[src/inc/retry_swap_pkg.sv]
// register map, field layout, reset values and codes of the retry and compare-swap block
package retry_swap_pkg;

  localparam int unsigned ADDR_W = 8;
  localparam int unsigned DATA_W = 32;
  localparam int unsigned UNITS  = 3;

  // byte addresses of the words on the register bus
  localparam logic [7:0] RETRY_LIMITS_OFFSET = 8'h08;
  localparam logic [7:0] SWAP_DATA_OFFSET    = 8'h0C;
  localparam logic [7:0] SWAP_COMPARE_OFFSET = 8'h10;
  localparam logic [7:0] SWAP_CONTROL_OFFSET = 8'h14;
  localparam logic [7:0] EVENT_STATUS_OFFSET = 8'h40;
  localparam logic [7:0] EVENT_MASK_OFFSET   = 8'h44;

  // retry limit word: unit u owns bits [4u+3:4u], u = 0 request, 1 response, 2 physical
  localparam int unsigned RETRY_FIELD_W   = 4;
  localparam int unsigned RETRY_USED_W    = 12;
  localparam int unsigned DUAL_SECOND_LSB = 29;
  localparam int unsigned DUAL_CYCLE_LSB  = 16;
  localparam int unsigned UNIT_REQUEST    = 0;
  localparam int unsigned UNIT_RESPONSE   = 1;
  localparam int unsigned UNIT_PHYSICAL   = 2;
  localparam logic [11:0] RETRY_LIMITS_RESET = 12'h000;

  // swap control word
  localparam int unsigned SWAP_DONE_BIT = 31;
  localparam int unsigned SWAP_SEL_W    = 2;
  localparam logic        SWAP_DONE_RESET = 1'b1;
  localparam logic [1:0]  SWAP_SEL_RESET  = 2'h0;

  // resource selector codes
  localparam logic [1:0] SEL_BUS_MANAGER_ID        = 2'h0;
  localparam logic [1:0] SEL_BANDWIDTH_AVAILABLE   = 2'h1;
  localparam logic [1:0] SEL_CHANNELS_AVAILABLE_HI = 2'h2;
  localparam logic [1:0] SEL_CHANNELS_AVAILABLE_LO = 2'h3;

  // resource contents after reset
  localparam logic [31:0] BUS_MANAGER_ID_RESET        = 32'h0000003F;
  localparam logic [31:0] BANDWIDTH_AVAILABLE_RESET   = 32'h00001333;
  localparam logic [31:0] CHANNELS_AVAILABLE_HI_RESET = 32'hFFFFFFFF;
  localparam logic [31:0] CHANNELS_AVAILABLE_LO_RESET = 32'hFFFFFFFF;

  // event status / mask layout
  localparam int unsigned EVENT_W         = 4;
  localparam int unsigned EVENT_SWAP_DONE = 0;
  localparam int unsigned EVENT_GIVEUP_LSB = 1;
  localparam logic [3:0]  EVENT_RESET     = 4'h0;

  localparam logic [1:0] RESP_OKAY   = 2'h0;
  localparam logic [1:0] RESP_SLVERR = 2'h2;

  typedef enum logic [1:0] {
    SWAP_IDLE,
    SWAP_RUN
  } swap_state_e;

endpackage : retry_swap_pkg

[src/logic/retry_swap_regs.sv]
// transmit retry limits, compare-swap on bus management resources, axi4-lite slave
//
// Our own choice: the AXI4-Lite register port.
`timescale 1ns/10ps

// Contract
// - second-limit field bits 31-29 read zero
// - cycle-limit field bits 28-16 read zero
// - bits 15-12 of retry word read zero
// - physical response unit retries up to limit
// - transmit response unit retries up to limit
// - transmit request unit retries up to limit
// - swap data holds value to store
// - swap compare holds value to compare
// - swap control selects resource, starts operation
// - done flag set when swap finishes
// - any swap control write clears done
// - swap control bits 30-2 read zero
// - selector codes map to four resources
module retry_swap_regs (
  input  wire logic        clk,
  input  wire logic        reset,
  input  wire logic [7:0]  s_axi_awaddr,
  input  wire logic [2:0]  s_axi_awprot,
  input  wire logic        s_axi_awvalid,
  output logic             s_axi_awready,
  input  wire logic [31:0] s_axi_wdata,
  input  wire logic [3:0]  s_axi_wstrb,
  input  wire logic        s_axi_wvalid,
  output logic             s_axi_wready,
  output logic [1:0]       s_axi_bresp,
  output logic             s_axi_bvalid,
  input  wire logic        s_axi_bready,
  input  wire logic [7:0]  s_axi_araddr,
  input  wire logic [2:0]  s_axi_arprot,
  input  wire logic        s_axi_arvalid,
  output logic             s_axi_arready,
  output logic [31:0]      s_axi_rdata,
  output logic [1:0]       s_axi_rresp,
  output logic             s_axi_rvalid,
  input  wire logic        s_axi_rready,
  input  wire logic [2:0]  tx_start,
  input  wire logic [2:0]  tx_ack_retryable,
  output logic [2:0]       tx_retry,
  output logic [2:0]       tx_give_up,
  output logic [31:0]      bus_manager_id,
  output logic [31:0]      bandwidth_available,
  output logic [31:0]      channels_available_hi,
  output logic [31:0]      channels_available_lo,
  output logic             irq
);

  logic [7:0]  aw_addr_reg;
  logic        aw_held_reg;
  logic [31:0] w_data_reg;
  logic [3:0]  w_strb_reg;
  logic        w_held_reg;
  logic        bvalid_reg;
  logic [1:0]  bresp_reg;
  logic        rvalid_reg;
  logic [1:0]  rresp_reg;
  logic [31:0] rdata_reg;

  logic [11:0] retry_limits_reg;
  logic [31:0] swap_data_reg;
  logic [31:0] swap_compare_reg;
  logic [1:0]  swap_sel_reg;
  logic        swap_done_reg;
  logic [31:0] resource_reg [4];
  retry_swap_pkg::swap_state_e swap_state_reg;

  logic [3:0]  event_status_reg;
  logic [3:0]  event_mask_reg;
  logic [3:0]  event_set;
  logic [3:0]  event_clear;

  logic [2:0]  give_up_next;
  logic        write_fire;
  logic        read_fire;
  logic        write_mapped;
  logic        read_mapped;
  logic        launch;
  logic        swap_finish;
  logic [31:0] swap_old;
  logic [31:0] read_word;

  // a write waits while a swap runs, so the swap never races a register update
  assign write_fire = aw_held_reg && w_held_reg && !bvalid_reg
                      && (swap_state_reg == retry_swap_pkg::SWAP_IDLE);
  assign read_fire  = s_axi_arvalid && s_axi_arready;
  assign launch     = write_fire && (aw_addr_reg == retry_swap_pkg::SWAP_CONTROL_OFFSET);
  assign swap_finish = (swap_state_reg == retry_swap_pkg::SWAP_RUN);
  assign swap_old   = resource_reg[swap_sel_reg];

  assign s_axi_awready = !aw_held_reg;
  assign s_axi_wready  = !w_held_reg;
  assign s_axi_bvalid  = bvalid_reg;
  assign s_axi_bresp   = bresp_reg;
  assign s_axi_arready = !rvalid_reg;
  assign s_axi_rvalid  = rvalid_reg;
  assign s_axi_rresp   = rresp_reg;
  assign s_axi_rdata   = rdata_reg;

  assign bus_manager_id        = resource_reg[retry_swap_pkg::SEL_BUS_MANAGER_ID];
  assign bandwidth_available   = resource_reg[retry_swap_pkg::SEL_BANDWIDTH_AVAILABLE];
  assign channels_available_hi = resource_reg[retry_swap_pkg::SEL_CHANNELS_AVAILABLE_HI];
  assign channels_available_lo = resource_reg[retry_swap_pkg::SEL_CHANNELS_AVAILABLE_LO];

  always_comb begin
    case (aw_addr_reg)
      retry_swap_pkg::RETRY_LIMITS_OFFSET,
      retry_swap_pkg::SWAP_DATA_OFFSET,
      retry_swap_pkg::SWAP_COMPARE_OFFSET,
      retry_swap_pkg::SWAP_CONTROL_OFFSET,
      retry_swap_pkg::EVENT_STATUS_OFFSET,
      retry_swap_pkg::EVENT_MASK_OFFSET: write_mapped = 1'b1;
      default:                           write_mapped = 1'b0;
    endcase
  end

  // write address and data channels, taken in either order
  always_ff @(posedge clk) begin
    if (reset) begin
      aw_held_reg <= 1'b0;
      aw_addr_reg <= 8'h00;
    end else if (s_axi_awvalid && s_axi_awready) begin
      aw_held_reg <= 1'b1;
      aw_addr_reg <= s_axi_awaddr;
    end else if (write_fire) begin
      aw_held_reg <= 1'b0;
    end
  end

  always_ff @(posedge clk) begin
    if (reset) begin
      w_held_reg <= 1'b0;
      w_data_reg <= 32'h00000000;
      w_strb_reg <= 4'h0;
    end else if (s_axi_wvalid && s_axi_wready) begin
      w_held_reg <= 1'b1;
      w_data_reg <= s_axi_wdata;
      w_strb_reg <= s_axi_wstrb;
    end else if (write_fire) begin
      w_held_reg <= 1'b0;
    end
  end

  always_ff @(posedge clk) begin
    if (reset) begin
      bvalid_reg <= 1'b0;
      bresp_reg  <= retry_swap_pkg::RESP_OKAY;
    end else if (write_fire) begin
      bvalid_reg <= 1'b1;
      bresp_reg  <= write_mapped ? retry_swap_pkg::RESP_OKAY : retry_swap_pkg::RESP_SLVERR;
    end else if (s_axi_bready) begin
      bvalid_reg <= 1'b0;
    end
  end

  // read mux: unused fields and reserved bits are constant zero
  always_comb begin
    read_mapped = 1'b1;
    read_word   = 32'h00000000;
    case (s_axi_araddr)
      retry_swap_pkg::RETRY_LIMITS_OFFSET:
        read_word = {20'h00000, retry_limits_reg};
      retry_swap_pkg::SWAP_DATA_OFFSET:
        read_word = swap_data_reg;
      retry_swap_pkg::SWAP_COMPARE_OFFSET:
        read_word = swap_compare_reg;
      retry_swap_pkg::SWAP_CONTROL_OFFSET:
        read_word = {swap_done_reg, 29'h00000000, swap_sel_reg};
      retry_swap_pkg::EVENT_STATUS_OFFSET:
        read_word = {28'h0000000, event_status_reg};
      retry_swap_pkg::EVENT_MASK_OFFSET:
        read_word = {28'h0000000, event_mask_reg};
      default:
        read_mapped = 1'b0;
    endcase
  end

  always_ff @(posedge clk) begin
    if (reset) begin
      rvalid_reg <= 1'b0;
      rresp_reg  <= retry_swap_pkg::RESP_OKAY;
      rdata_reg  <= 32'h00000000;
    end else if (read_fire) begin
      rvalid_reg <= 1'b1;
      rresp_reg  <= read_mapped ? retry_swap_pkg::RESP_OKAY : retry_swap_pkg::RESP_SLVERR;
      rdata_reg  <= read_word;
    end else if (s_axi_rready) begin
      rvalid_reg <= 1'b0;
    end
  end

  // retry limit fields, byte-lane writes
  always_ff @(posedge clk) begin
    if (reset) begin
      retry_limits_reg <= retry_swap_pkg::RETRY_LIMITS_RESET;
    end else if (write_fire && aw_addr_reg == retry_swap_pkg::RETRY_LIMITS_OFFSET) begin
      if (w_strb_reg[0]) begin
        retry_limits_reg[7:0] <= w_data_reg[7:0];
      end
      if (w_strb_reg[1]) begin
        retry_limits_reg[11:8] <= w_data_reg[11:8];
      end
    end
  end

  // software loads compare; data is loaded by software and overwritten by the swap
  always_ff @(posedge clk) begin
    if (reset) begin
      swap_compare_reg <= 32'h00000000;
    end else if (write_fire && aw_addr_reg == retry_swap_pkg::SWAP_COMPARE_OFFSET) begin
      for (int b = 0; b < 4; b++) begin
        if (w_strb_reg[b]) begin
          swap_compare_reg[8*b +: 8] <= w_data_reg[8*b +: 8];
        end
      end
    end
  end

  always_ff @(posedge clk) begin
    if (reset) begin
      swap_data_reg <= 32'h00000000;
    end else if (swap_finish) begin
      swap_data_reg <= swap_old;
    end else if (write_fire && aw_addr_reg == retry_swap_pkg::SWAP_DATA_OFFSET) begin
      for (int b = 0; b < 4; b++) begin
        if (w_strb_reg[b]) begin
          swap_data_reg[8*b +: 8] <= w_data_reg[8*b +: 8];
        end
      end
    end
  end

  // control: selector, done flag and the one-cycle swap engine
  always_ff @(posedge clk) begin
    if (reset) begin
      swap_sel_reg <= retry_swap_pkg::SWAP_SEL_RESET;
    end else if (launch && w_strb_reg[0]) begin
      swap_sel_reg <= w_data_reg[1:0];
    end
  end

  always_ff @(posedge clk) begin
    if (reset) begin
      swap_done_reg <= retry_swap_pkg::SWAP_DONE_RESET;
    end else if (swap_finish) begin
      swap_done_reg <= 1'b1;
    end else if (launch) begin
      swap_done_reg <= 1'b0;
    end
  end

  always_ff @(posedge clk) begin
    if (reset) begin
      swap_state_reg <= retry_swap_pkg::SWAP_IDLE;
    end else begin
      case (swap_state_reg)
        retry_swap_pkg::SWAP_IDLE: begin
          if (launch) begin
            swap_state_reg <= retry_swap_pkg::SWAP_RUN;
          end
        end
        retry_swap_pkg::SWAP_RUN: begin
          swap_state_reg <= retry_swap_pkg::SWAP_IDLE;
        end
        default: begin
          swap_state_reg <= retry_swap_pkg::SWAP_IDLE;
        end
      endcase
    end
  end

  // compare and store happen in one edge, so nothing can see a half-done swap
  always_ff @(posedge clk) begin
    if (reset) begin
      resource_reg[retry_swap_pkg::SEL_BUS_MANAGER_ID] <=
        retry_swap_pkg::BUS_MANAGER_ID_RESET;
      resource_reg[retry_swap_pkg::SEL_BANDWIDTH_AVAILABLE] <=
        retry_swap_pkg::BANDWIDTH_AVAILABLE_RESET;
      resource_reg[retry_swap_pkg::SEL_CHANNELS_AVAILABLE_HI] <=
        retry_swap_pkg::CHANNELS_AVAILABLE_HI_RESET;
      resource_reg[retry_swap_pkg::SEL_CHANNELS_AVAILABLE_LO] <=
        retry_swap_pkg::CHANNELS_AVAILABLE_LO_RESET;
    end else if (swap_finish && swap_old == swap_compare_reg) begin
      resource_reg[swap_sel_reg] <= swap_data_reg;
    end
  end

  // per-unit retry counters; limit zero means no retry at all
  generate
    for (genvar u = 0; u < retry_swap_pkg::UNITS; u++) begin : g_unit
      logic [3:0] tries_reg;
      logic [3:0] limit;
      logic       retry_reg;

      assign limit = retry_limits_reg[4*u +: 4];

      always_ff @(posedge clk) begin
        if (reset) begin
          tries_reg <= 4'h0;
        end else if (tx_start[u]) begin
          tries_reg <= 4'h0;
        end else if (tx_ack_retryable[u] && tries_reg < limit) begin
          tries_reg <= tries_reg + 4'h1;
        end
      end

      always_ff @(posedge clk) begin
        if (reset) begin
          retry_reg <= 1'b0;
        end else begin
          retry_reg <= !tx_start[u] && tx_ack_retryable[u] && (tries_reg < limit);
        end
      end

      assign give_up_next[u] = !tx_start[u] && tx_ack_retryable[u] && (tries_reg >= limit);
      assign tx_retry[u]     = retry_reg;
    end
  endgenerate

  always_ff @(posedge clk) begin
    if (reset) begin
      tx_give_up <= 3'h0;
    end else begin
      tx_give_up <= give_up_next;
    end
  end

  // sticky events; a set in the clearing read's cycle survives the read
  assign event_set   = {give_up_next, swap_finish};
  assign event_clear = (read_fire && s_axi_araddr == retry_swap_pkg::EVENT_STATUS_OFFSET)
                       ? event_status_reg : 4'h0;

  always_ff @(posedge clk) begin
    if (reset) begin
      event_status_reg <= retry_swap_pkg::EVENT_RESET;
    end else begin
      event_status_reg <= (event_status_reg & ~event_clear) | event_set;
    end
  end

  always_ff @(posedge clk) begin
    if (reset) begin
      event_mask_reg <= retry_swap_pkg::EVENT_RESET;
    end else if (write_fire && aw_addr_reg == retry_swap_pkg::EVENT_MASK_OFFSET
                 && w_strb_reg[0]) begin
      event_mask_reg <= w_data_reg[3:0];
    end
  end

  always_ff @(posedge clk) begin
    if (reset) begin
      irq <= 1'b0;
    end else begin
      irq <= |(((event_status_reg & ~event_clear) | event_set) & event_mask_reg);
    end
  end

endmodule : retry_swap_regs

[config.mk]
export PLATFORM = sky130hd
export DESIGN_NAME = retry_swap_regs
export DESIGN_NICKNAME = d
export VERILOG_FILES = /design/src/inc/retry_swap_pkg.sv /design/src/logic/retry_swap_regs.sv
export SDC_FILE = /design/constraint.sdc
export NUM_CORES = 1
export LEC_CHECK = 0
export BUFFER_PORTS_ARGS = -buffer_cell sky130_fd_sc_hd__buf_2
export CAP_MARGIN = 10
export CORE_ASPECT_RATIO = 0.7
export CORE_UTILIZATION = 40
export DETAILED_ROUTE_END_ITERATION = 12
export GPL_ROUTABILITY_DRIVEN = 0
export PLACE_DENSITY_LB_ADDON = 0.25
export REMOVE_ABC_BUFFERS = 1
export SLEW_MARGIN = 20
export SYNTH_ARGS = -nofsm -noshare
export SYNTH_HDL_FRONTEND = slang
export SYNTH_SLANG_ARGS = --single-unit
export TNS_END_PERCENT = 50
[constraint.sdc]
create_clock -name clk -period 4.7 [get_ports clk]
set_clock_uncertainty 0.1 [all_clocks]
set_input_delay 0 -clock clk [delete_from_list [all_inputs] [get_ports clk]]
set_output_delay 0 -clock clk [all_outputs]
set_load 0.02 [all_outputs]
==> results.cfg, run 1 <==
[floorplanning]
die_y_microns = 161
floorplan.io_pins = 247
fp.dieArea_sq_mm = 0.0370
initial_utilization = 0.412
floorplan.core_area_sq_mm = 0.0352
placementRows = 57
die_width_microns = 230

[finish]
finish.net_count = 1752
antennaDiodeCount = 0
fin_cells = 2162
final_layout_size_suffix_gt1_frac = 0.238
largest_register_ffs = 128
area_growth_pct = 25.0
finish.instance_area_sq_mm = 0.0181

[logic_synthesis]
post_synth_xor_area_fraction = 0.0248
synth_adder_area_share = 0.0129
synthesis.yosys.warnings = 0
synth_top_cells_by_area = edfxtp_1 (26%), dfxtp_1 (26%), mux2i_1 (6.5%)
synth_simple_gate_area_share = 0.196
ys_seq_elements = 319
synth_sequential_area_ratio = 0.529
post_synth_inst_count = 1379
post_synth.cell_area_avg_sq_um = 10.5
yosysUniqueCellTypes = 63
main_combinational_cell_family_by_area_after_synthesis = simple AND/OR/NAND/NOR gates
synthesis.area_sq_mm = 0.0145
ys_async_sr_fraction = 0
yosysTopAreaCell = edfxtp_1
synthFlopType = dfxtp_1
yosys-top-cells-count = nor2_1 (214), dfxtp_1 (191), edfxtp_1 (128)
post-synth-top-count-cell = nor2_1
synth_top_cell_area_share = 0.265
synth-edff-count = 128
synth_mux_area_frac = 0.111
synth-compound-area-share = 0.0818

[critical_path]
slowest_stage = dfxtp_2
critPathLaunchType = flip-flop
rrSetupSlack_ns = 0.52
critical_path.reg2reg.endpoint = resource_reg[1][8]
critical_path_class = flip-flop to flip-flop
kind_of_capture_point_of_the_worst_setup_path = flip-flop
worstPathCellList = mux4_2 > xnor2_1 > nand4_1 > or4_1 > nor4_4 > buf_12 > nand3_1
worst-endpoint-arrival_ns = 4.33
required_time_of_the_critical_path_ns = 4.85
max_stage_delay_ns = 0.80
cp-endpoint = resource_reg[1][8]
r2r_cells = 7
worstPathMaxFanout = 80

[global_routing]
vias_in_the_first_global_route = 11300
global_route_congestion_overflow_total = 0
grt_max_degree = 151
first_pass_grt_wire_length_microns = 68500
grt_use_total = 0.243
initial_antenna_violation_count = 0

[sta]
report.final.setup_viol = 0
report.final.slew_viol_count = 0
finalWorstSetupSlack_ns = 0.517
worst-slew-pin-transition_ns = 0.983
final.period_utilization = 0.890
fin_crit_ns = 4.18
maxSlewHeadroom = 0.343
rsz0062_at_grt = false
timing_hold_violations_final = 0
maxClockFrequency_mhz = 239

[placed_design]
dpl-instance-area_sq_mm = 0.0162
pre_cts_slack_ns = 0.580
portBuffers = 238
detailed_place_hpwl_microns = 30200
placedCellCount = 2017

[clocking]
cts_tree = done
insertion_delay_ns = 0.52
root_buffer = clkbuf_16
post_cts_resized = 0
longest_clk_path_bufs = 3
cts.reportedPaths.clkPinSlew_ns = 0.06
cts_buffers = 34
cts_max_level = 2
number_of_clock_sinks = 319

[drt]
detailedRoute.firstIterationViolations = 1106
drtAntennaViolNets = 0
drt-total-wl_microns = 45900
post_drt_via_cell_ratio = 5.53
route.top_layer_used = met4
dr_wl_met2_microns = 19600
avgRoutedWirePerCell_microns = 21.2
drt-pass1-iter-count = 6
routed-wl-met3_microns = 3700
drc = 0
vias = 12000
route.layer.met1.wl_microns = 21700

[power_and_ir_drop]
p_leak_nw = 6.93
vdd_drop_max_v = 0.000191
power.density_mw_per_mm2 = 341

[run_status]
run_status = complete, no violations

[hold_path]
timing.hold.worst.class = input pin to flip-flop

[job]
drv_cap = 0
stage by stage:
step | total power (W) | hold WS, ns | utilization | TNS, ns
floorplan | 0.00325 | -0.0309 | - | -564.94
global placement | 0.00347 | 0.0870 | 0.459 | 0
detailed placement | 0.00347 | 0.0924 | 0.459 | 0
CTS | 0.00623 | 0.00163 | 0.515 | 0
global route | 0.00638 | 0.0410 | 0.515 | 0
finish | 0.00619 | 0.0242 | 0.515 | 0
cells in the final DEF, fill, tap and decap left out, types with 4 or more instances in the layout:
cell and count:
o21a_1 5, and3_1 9, edfxtp_1 128, clkbuf_8 7, nand4_1 12, a221oi_1 23, o21ai_0 6, nand2_1 114
buf_4 26, a31oi_1 5, a22oi_1 9, dfxtp_1 188, inv_1 24, and4b_1 52, buf_2 237, xnor2_1 33
nand3_1 54, dlygate4sd3_1 85, a211oi_1 9, nand2b_1 9, mux4_2 29, clkbuf_16 37, clkbuf_1 11, mux2i_1 94
xor2_1 8, a21o_1 7, nand2_2 30, nor2_1 213, nor3_1 29, ha_1 15, a21oi_1 86, buf_12 8
and2_1 5, a222oi_1 4, nor2b_1 12
critical path: cells and delay by family (launching register included):
| family | cells | cell delay [ns] |
|---|---|---|
| buf+inv | 1 | 0.36 |
| simple gates | 4 | 1.44 |
| flops | 1 | 0.80 |
| mux | 1 | 0.65 |
| xor+xnor | 1 | 0.50 |
logic make-up after synthesis:
family,count (synthesis)
and+or+nand+nor,566
DFF,319
AOI/OAI and AO/OA,181
buffers and inverters,131
muxes,125
xor gates and xnor gates,41
adders and majority gates,15
other,1
timing repair:
item / 4_1_cts / 5_1_grt
hold buffers: 85 / 0
setup buffers: 0 / 0
hold endpoints to repair: 112 / 0
how the worst min path moves through the flow:
stage / from / cells past startpoint / end / slack, ns
after floorplan: reset / 1 / event_status_reg[3] / -0.03
after global placement: s_axi_rready / 2 / s_axi_rvalid / 0.09
after detailed placement: s_axi_rready / 2 / s_axi_rvalid / 0.09
after CTS: s_axi_arvalid / 4 / event_status_reg[3] / 0.002
after global routing: s_axi_arvalid / 4 / event_status_reg[3] / 0.04
final: s_axi_araddr[6] / 5 / s_axi_rresp[1] / 0.02
power breakdown:
part           internal, W  total, W  switching (W)
Sequential         0.00294   0.00299      0.0000527
Combinational     0.000188  0.000483       0.000295
Clock              0.00161   0.00272        0.00110
Total              0.00474   0.00619        0.00145
metal layers:
layer | GRT usage | vias up
li1 | - | 5530
met1 | 0.364 | 5852
met2 | 0.358 | 523
met3 | 0.0461 | 57
met4 | 0.0630 | 0
met5 | 0 | -
layout make-up:
cell class	instances	area [sq um]
fill	3234	17100
sequential	319	7670
multi-input combinational	930	6270
timing repair buffer	357	2400
clock buffer	57	1080
tap	472	591
inverter	24	90.1
clock inverter	3	40.0
Power figures use the tool's default switching activity.
==> inputs of run 2 (changes only) <==
--- a/config.mk
+++ b/config.mk
@@ -11,7 +11,7 @@
 export CORE_UTILIZATION = 40
 export DETAILED_ROUTE_END_ITERATION = 12
 export GPL_ROUTABILITY_DRIVEN = 0
-export PLACE_DENSITY_LB_ADDON = 0.25
+export PLACE_DENSITY = 0.66
 export REMOVE_ABC_BUFFERS = 1
 export SLEW_MARGIN = 20
 export SYNTH_ARGS = -nofsm -noshare
==> results.cfg, run 2 (synthesis gave the netlist of run 1 again) <==
[drt]
detailedRoute.firstIterationViolations = 1050
drc = 0
vias = 11900
drt-pass1-iter-count = 5
avgRoutedWirePerCell_microns = 21.0
post_drt_via_cell_ratio = 5.52
drtAntennaViolNets = 0
drt-total-wl_microns = 45600

[critical_path]
critical_path_class = flip-flop to flip-flop
worstPathMaxFanout = 82
rrSetupSlack_ns = 0.53
critPathLaunchType = flip-flop
required_time_of_the_critical_path_ns = 4.98
critical_path.reg2reg.endpoint = resource_reg[1][21]
r2r_cells = 8
kind_of_capture_point_of_the_worst_setup_path = flip-flop
worst-endpoint-arrival_ns = 4.45

[clocking]
root_buffer = clkbuf_16
cts_tree = done
insertion_delay_ns = 0.53
number_of_clock_sinks = 319
postCtsSetupBuffers = 0
cts.reportedPaths.clkPinSlew_ns = 0.07
cts_buffers = 34
longest_clk_path_bufs = 3
cts_max_level = 2

[floorplanning]
placementRows = 57
floorplan.core_area_sq_mm = 0.0352
floorplan.io_pins = 247
die_y_microns = 161
initial_utilization = 0.412
die_width_microns = 230
fp.dieArea_sq_mm = 0.0370

[sta]
report.final.setup_viol = 0
rsz0062_at_grt = false
final.period_utilization = 0.888
maxSlewHeadroom = 0.342
maxClockFrequency_mhz = 240
timing_hold_violations_final = 0
worst-slew-pin-transition_ns = 0.983
report.final.slew_viol_count = 0
fin_crit_ns = 4.17

[placed_design]
portBuffers = 238
detailed_place_hpwl_microns = 30200
dpl-instance-area_sq_mm = 0.0161

[finish]
finish.net_count = 1753
layout.cells.most_common = buf_2
final_core_util = 0.517
antennaDiodeCount = 0
mostFrequentLayoutCells = buf_2 (237), nor2_1 (213), dfxtp_1 (188)
largest_register_ffs = 128
final_layout_size_suffix_gt1_frac = 0.243
finish.instance_area_sq_mm = 0.0182
area_growth_pct = 25.6

[hold_path]
worst_hold_path_depth = 4
timing.hold.worst.class = input pin to flip-flop
hold-path-endpoint = s_axi_rdata[1]
hp-start = s_axi_araddr[2]

[global_routing]
initial_antenna_violation_count = 0
vias_in_the_first_global_route = 11200
global_route_congestion_overflow_total = 0
grt_use_total = 0.241
grt_max_degree = 110
first_pass_grt_wire_length_microns = 67900

[power_and_ir_drop]
power.density_mw_per_mm2 = 349
p_leak_nw = 6.97
vdd_drop_max_v = 0.000248

[job]
drv_cap = 0

[run_status]
run_status = complete, no violations
run 2: cell count changes in the layout (fill, tap and decap cells not counted), sizes merged:
cell / before / now
buf: 272 / 273
bufinv: 1 / 4
clkbuf: 57 / 45
clkinvlp: 0 / 5
clkinv: 2 / 8
run 2: worst max path at each step:
stage | start | to | cells after the start
3_5_place_dp | flip-flop | resource_reg[1][21] | 8
3_3_place_gp | flip-flop | resource_reg[2][22] | 8
6_report | flip-flop | resource_reg[1][21] | 8
5_1_grt | flip-flop | resource_reg[2][12] | 8
4_1_cts | flip-flop | resource_reg[1][21] | 8
2_1_floorplan | flip-flop | resource_reg[0][10] | 6
run 2: layout make-up:
| class | instances | area, sq um |
|---|---|---|
| timing repair buffer | 358 | 2410 |
| clock buffer | 45 | 1020 |
| sequential | 319 | 7670 |
| tap | 472 | 591 |
| clock inverter | 17 | 190 |
| fill | 3202 | 17000 |
| inverter | 24 | 90.1 |
| multi-input combinational | 930 | 6260 |
run 2: worst max-delay path, cell delays in order, from the launching register on:
cell,delay [ns]
dfxtp_2,0.67
buf_4,0.39
mux4_2,0.60
xnor2_1,0.38
nand4_1,0.22
or4_1,0.50
nor4_4,0.44
buf_12,0.36
and4b_1,0.27
run 2: report_power, final:
part	internal [W]	switching (W)
registers	0.00294	0.0000538
logic	0.000189	0.000295
clock network	0.00175	0.00114
run 2: stage by stage:
stage	instances	power, W	TNS [ns]	worst slack (ns)	hold slack (ns)
after detailed placement	2017	0.00347	0	0.601	0.0882
final	2165	0.00636	0	0.528	0.0275
after global placement	2017	0.00347	0	0.632	0.0874
after global routing	2165	0.00656	0	0.357	0.0268
after floorplan	1273	0.00325	-564.94	-4.64	-0.0309
after CTS	2164	0.00639	0	0.569	0.00198
run 2: repair_timing:
action	CTS	global route
hold endpoints to repair	116	0
hold buffers	85	0
resized for setup	0	0
run 2: metal layers:
metal  part of all wire  track usage  vias to the layer above  wire (microns)
li1                   -            -                     5528               -
met1               0.45        0.357                     5807           20700
met2               0.43        0.361                      563           19800
met3              0.095       0.0450                       48            4320
met4              0.016       0.0548                        0             716
met5                  0            0                        -               0
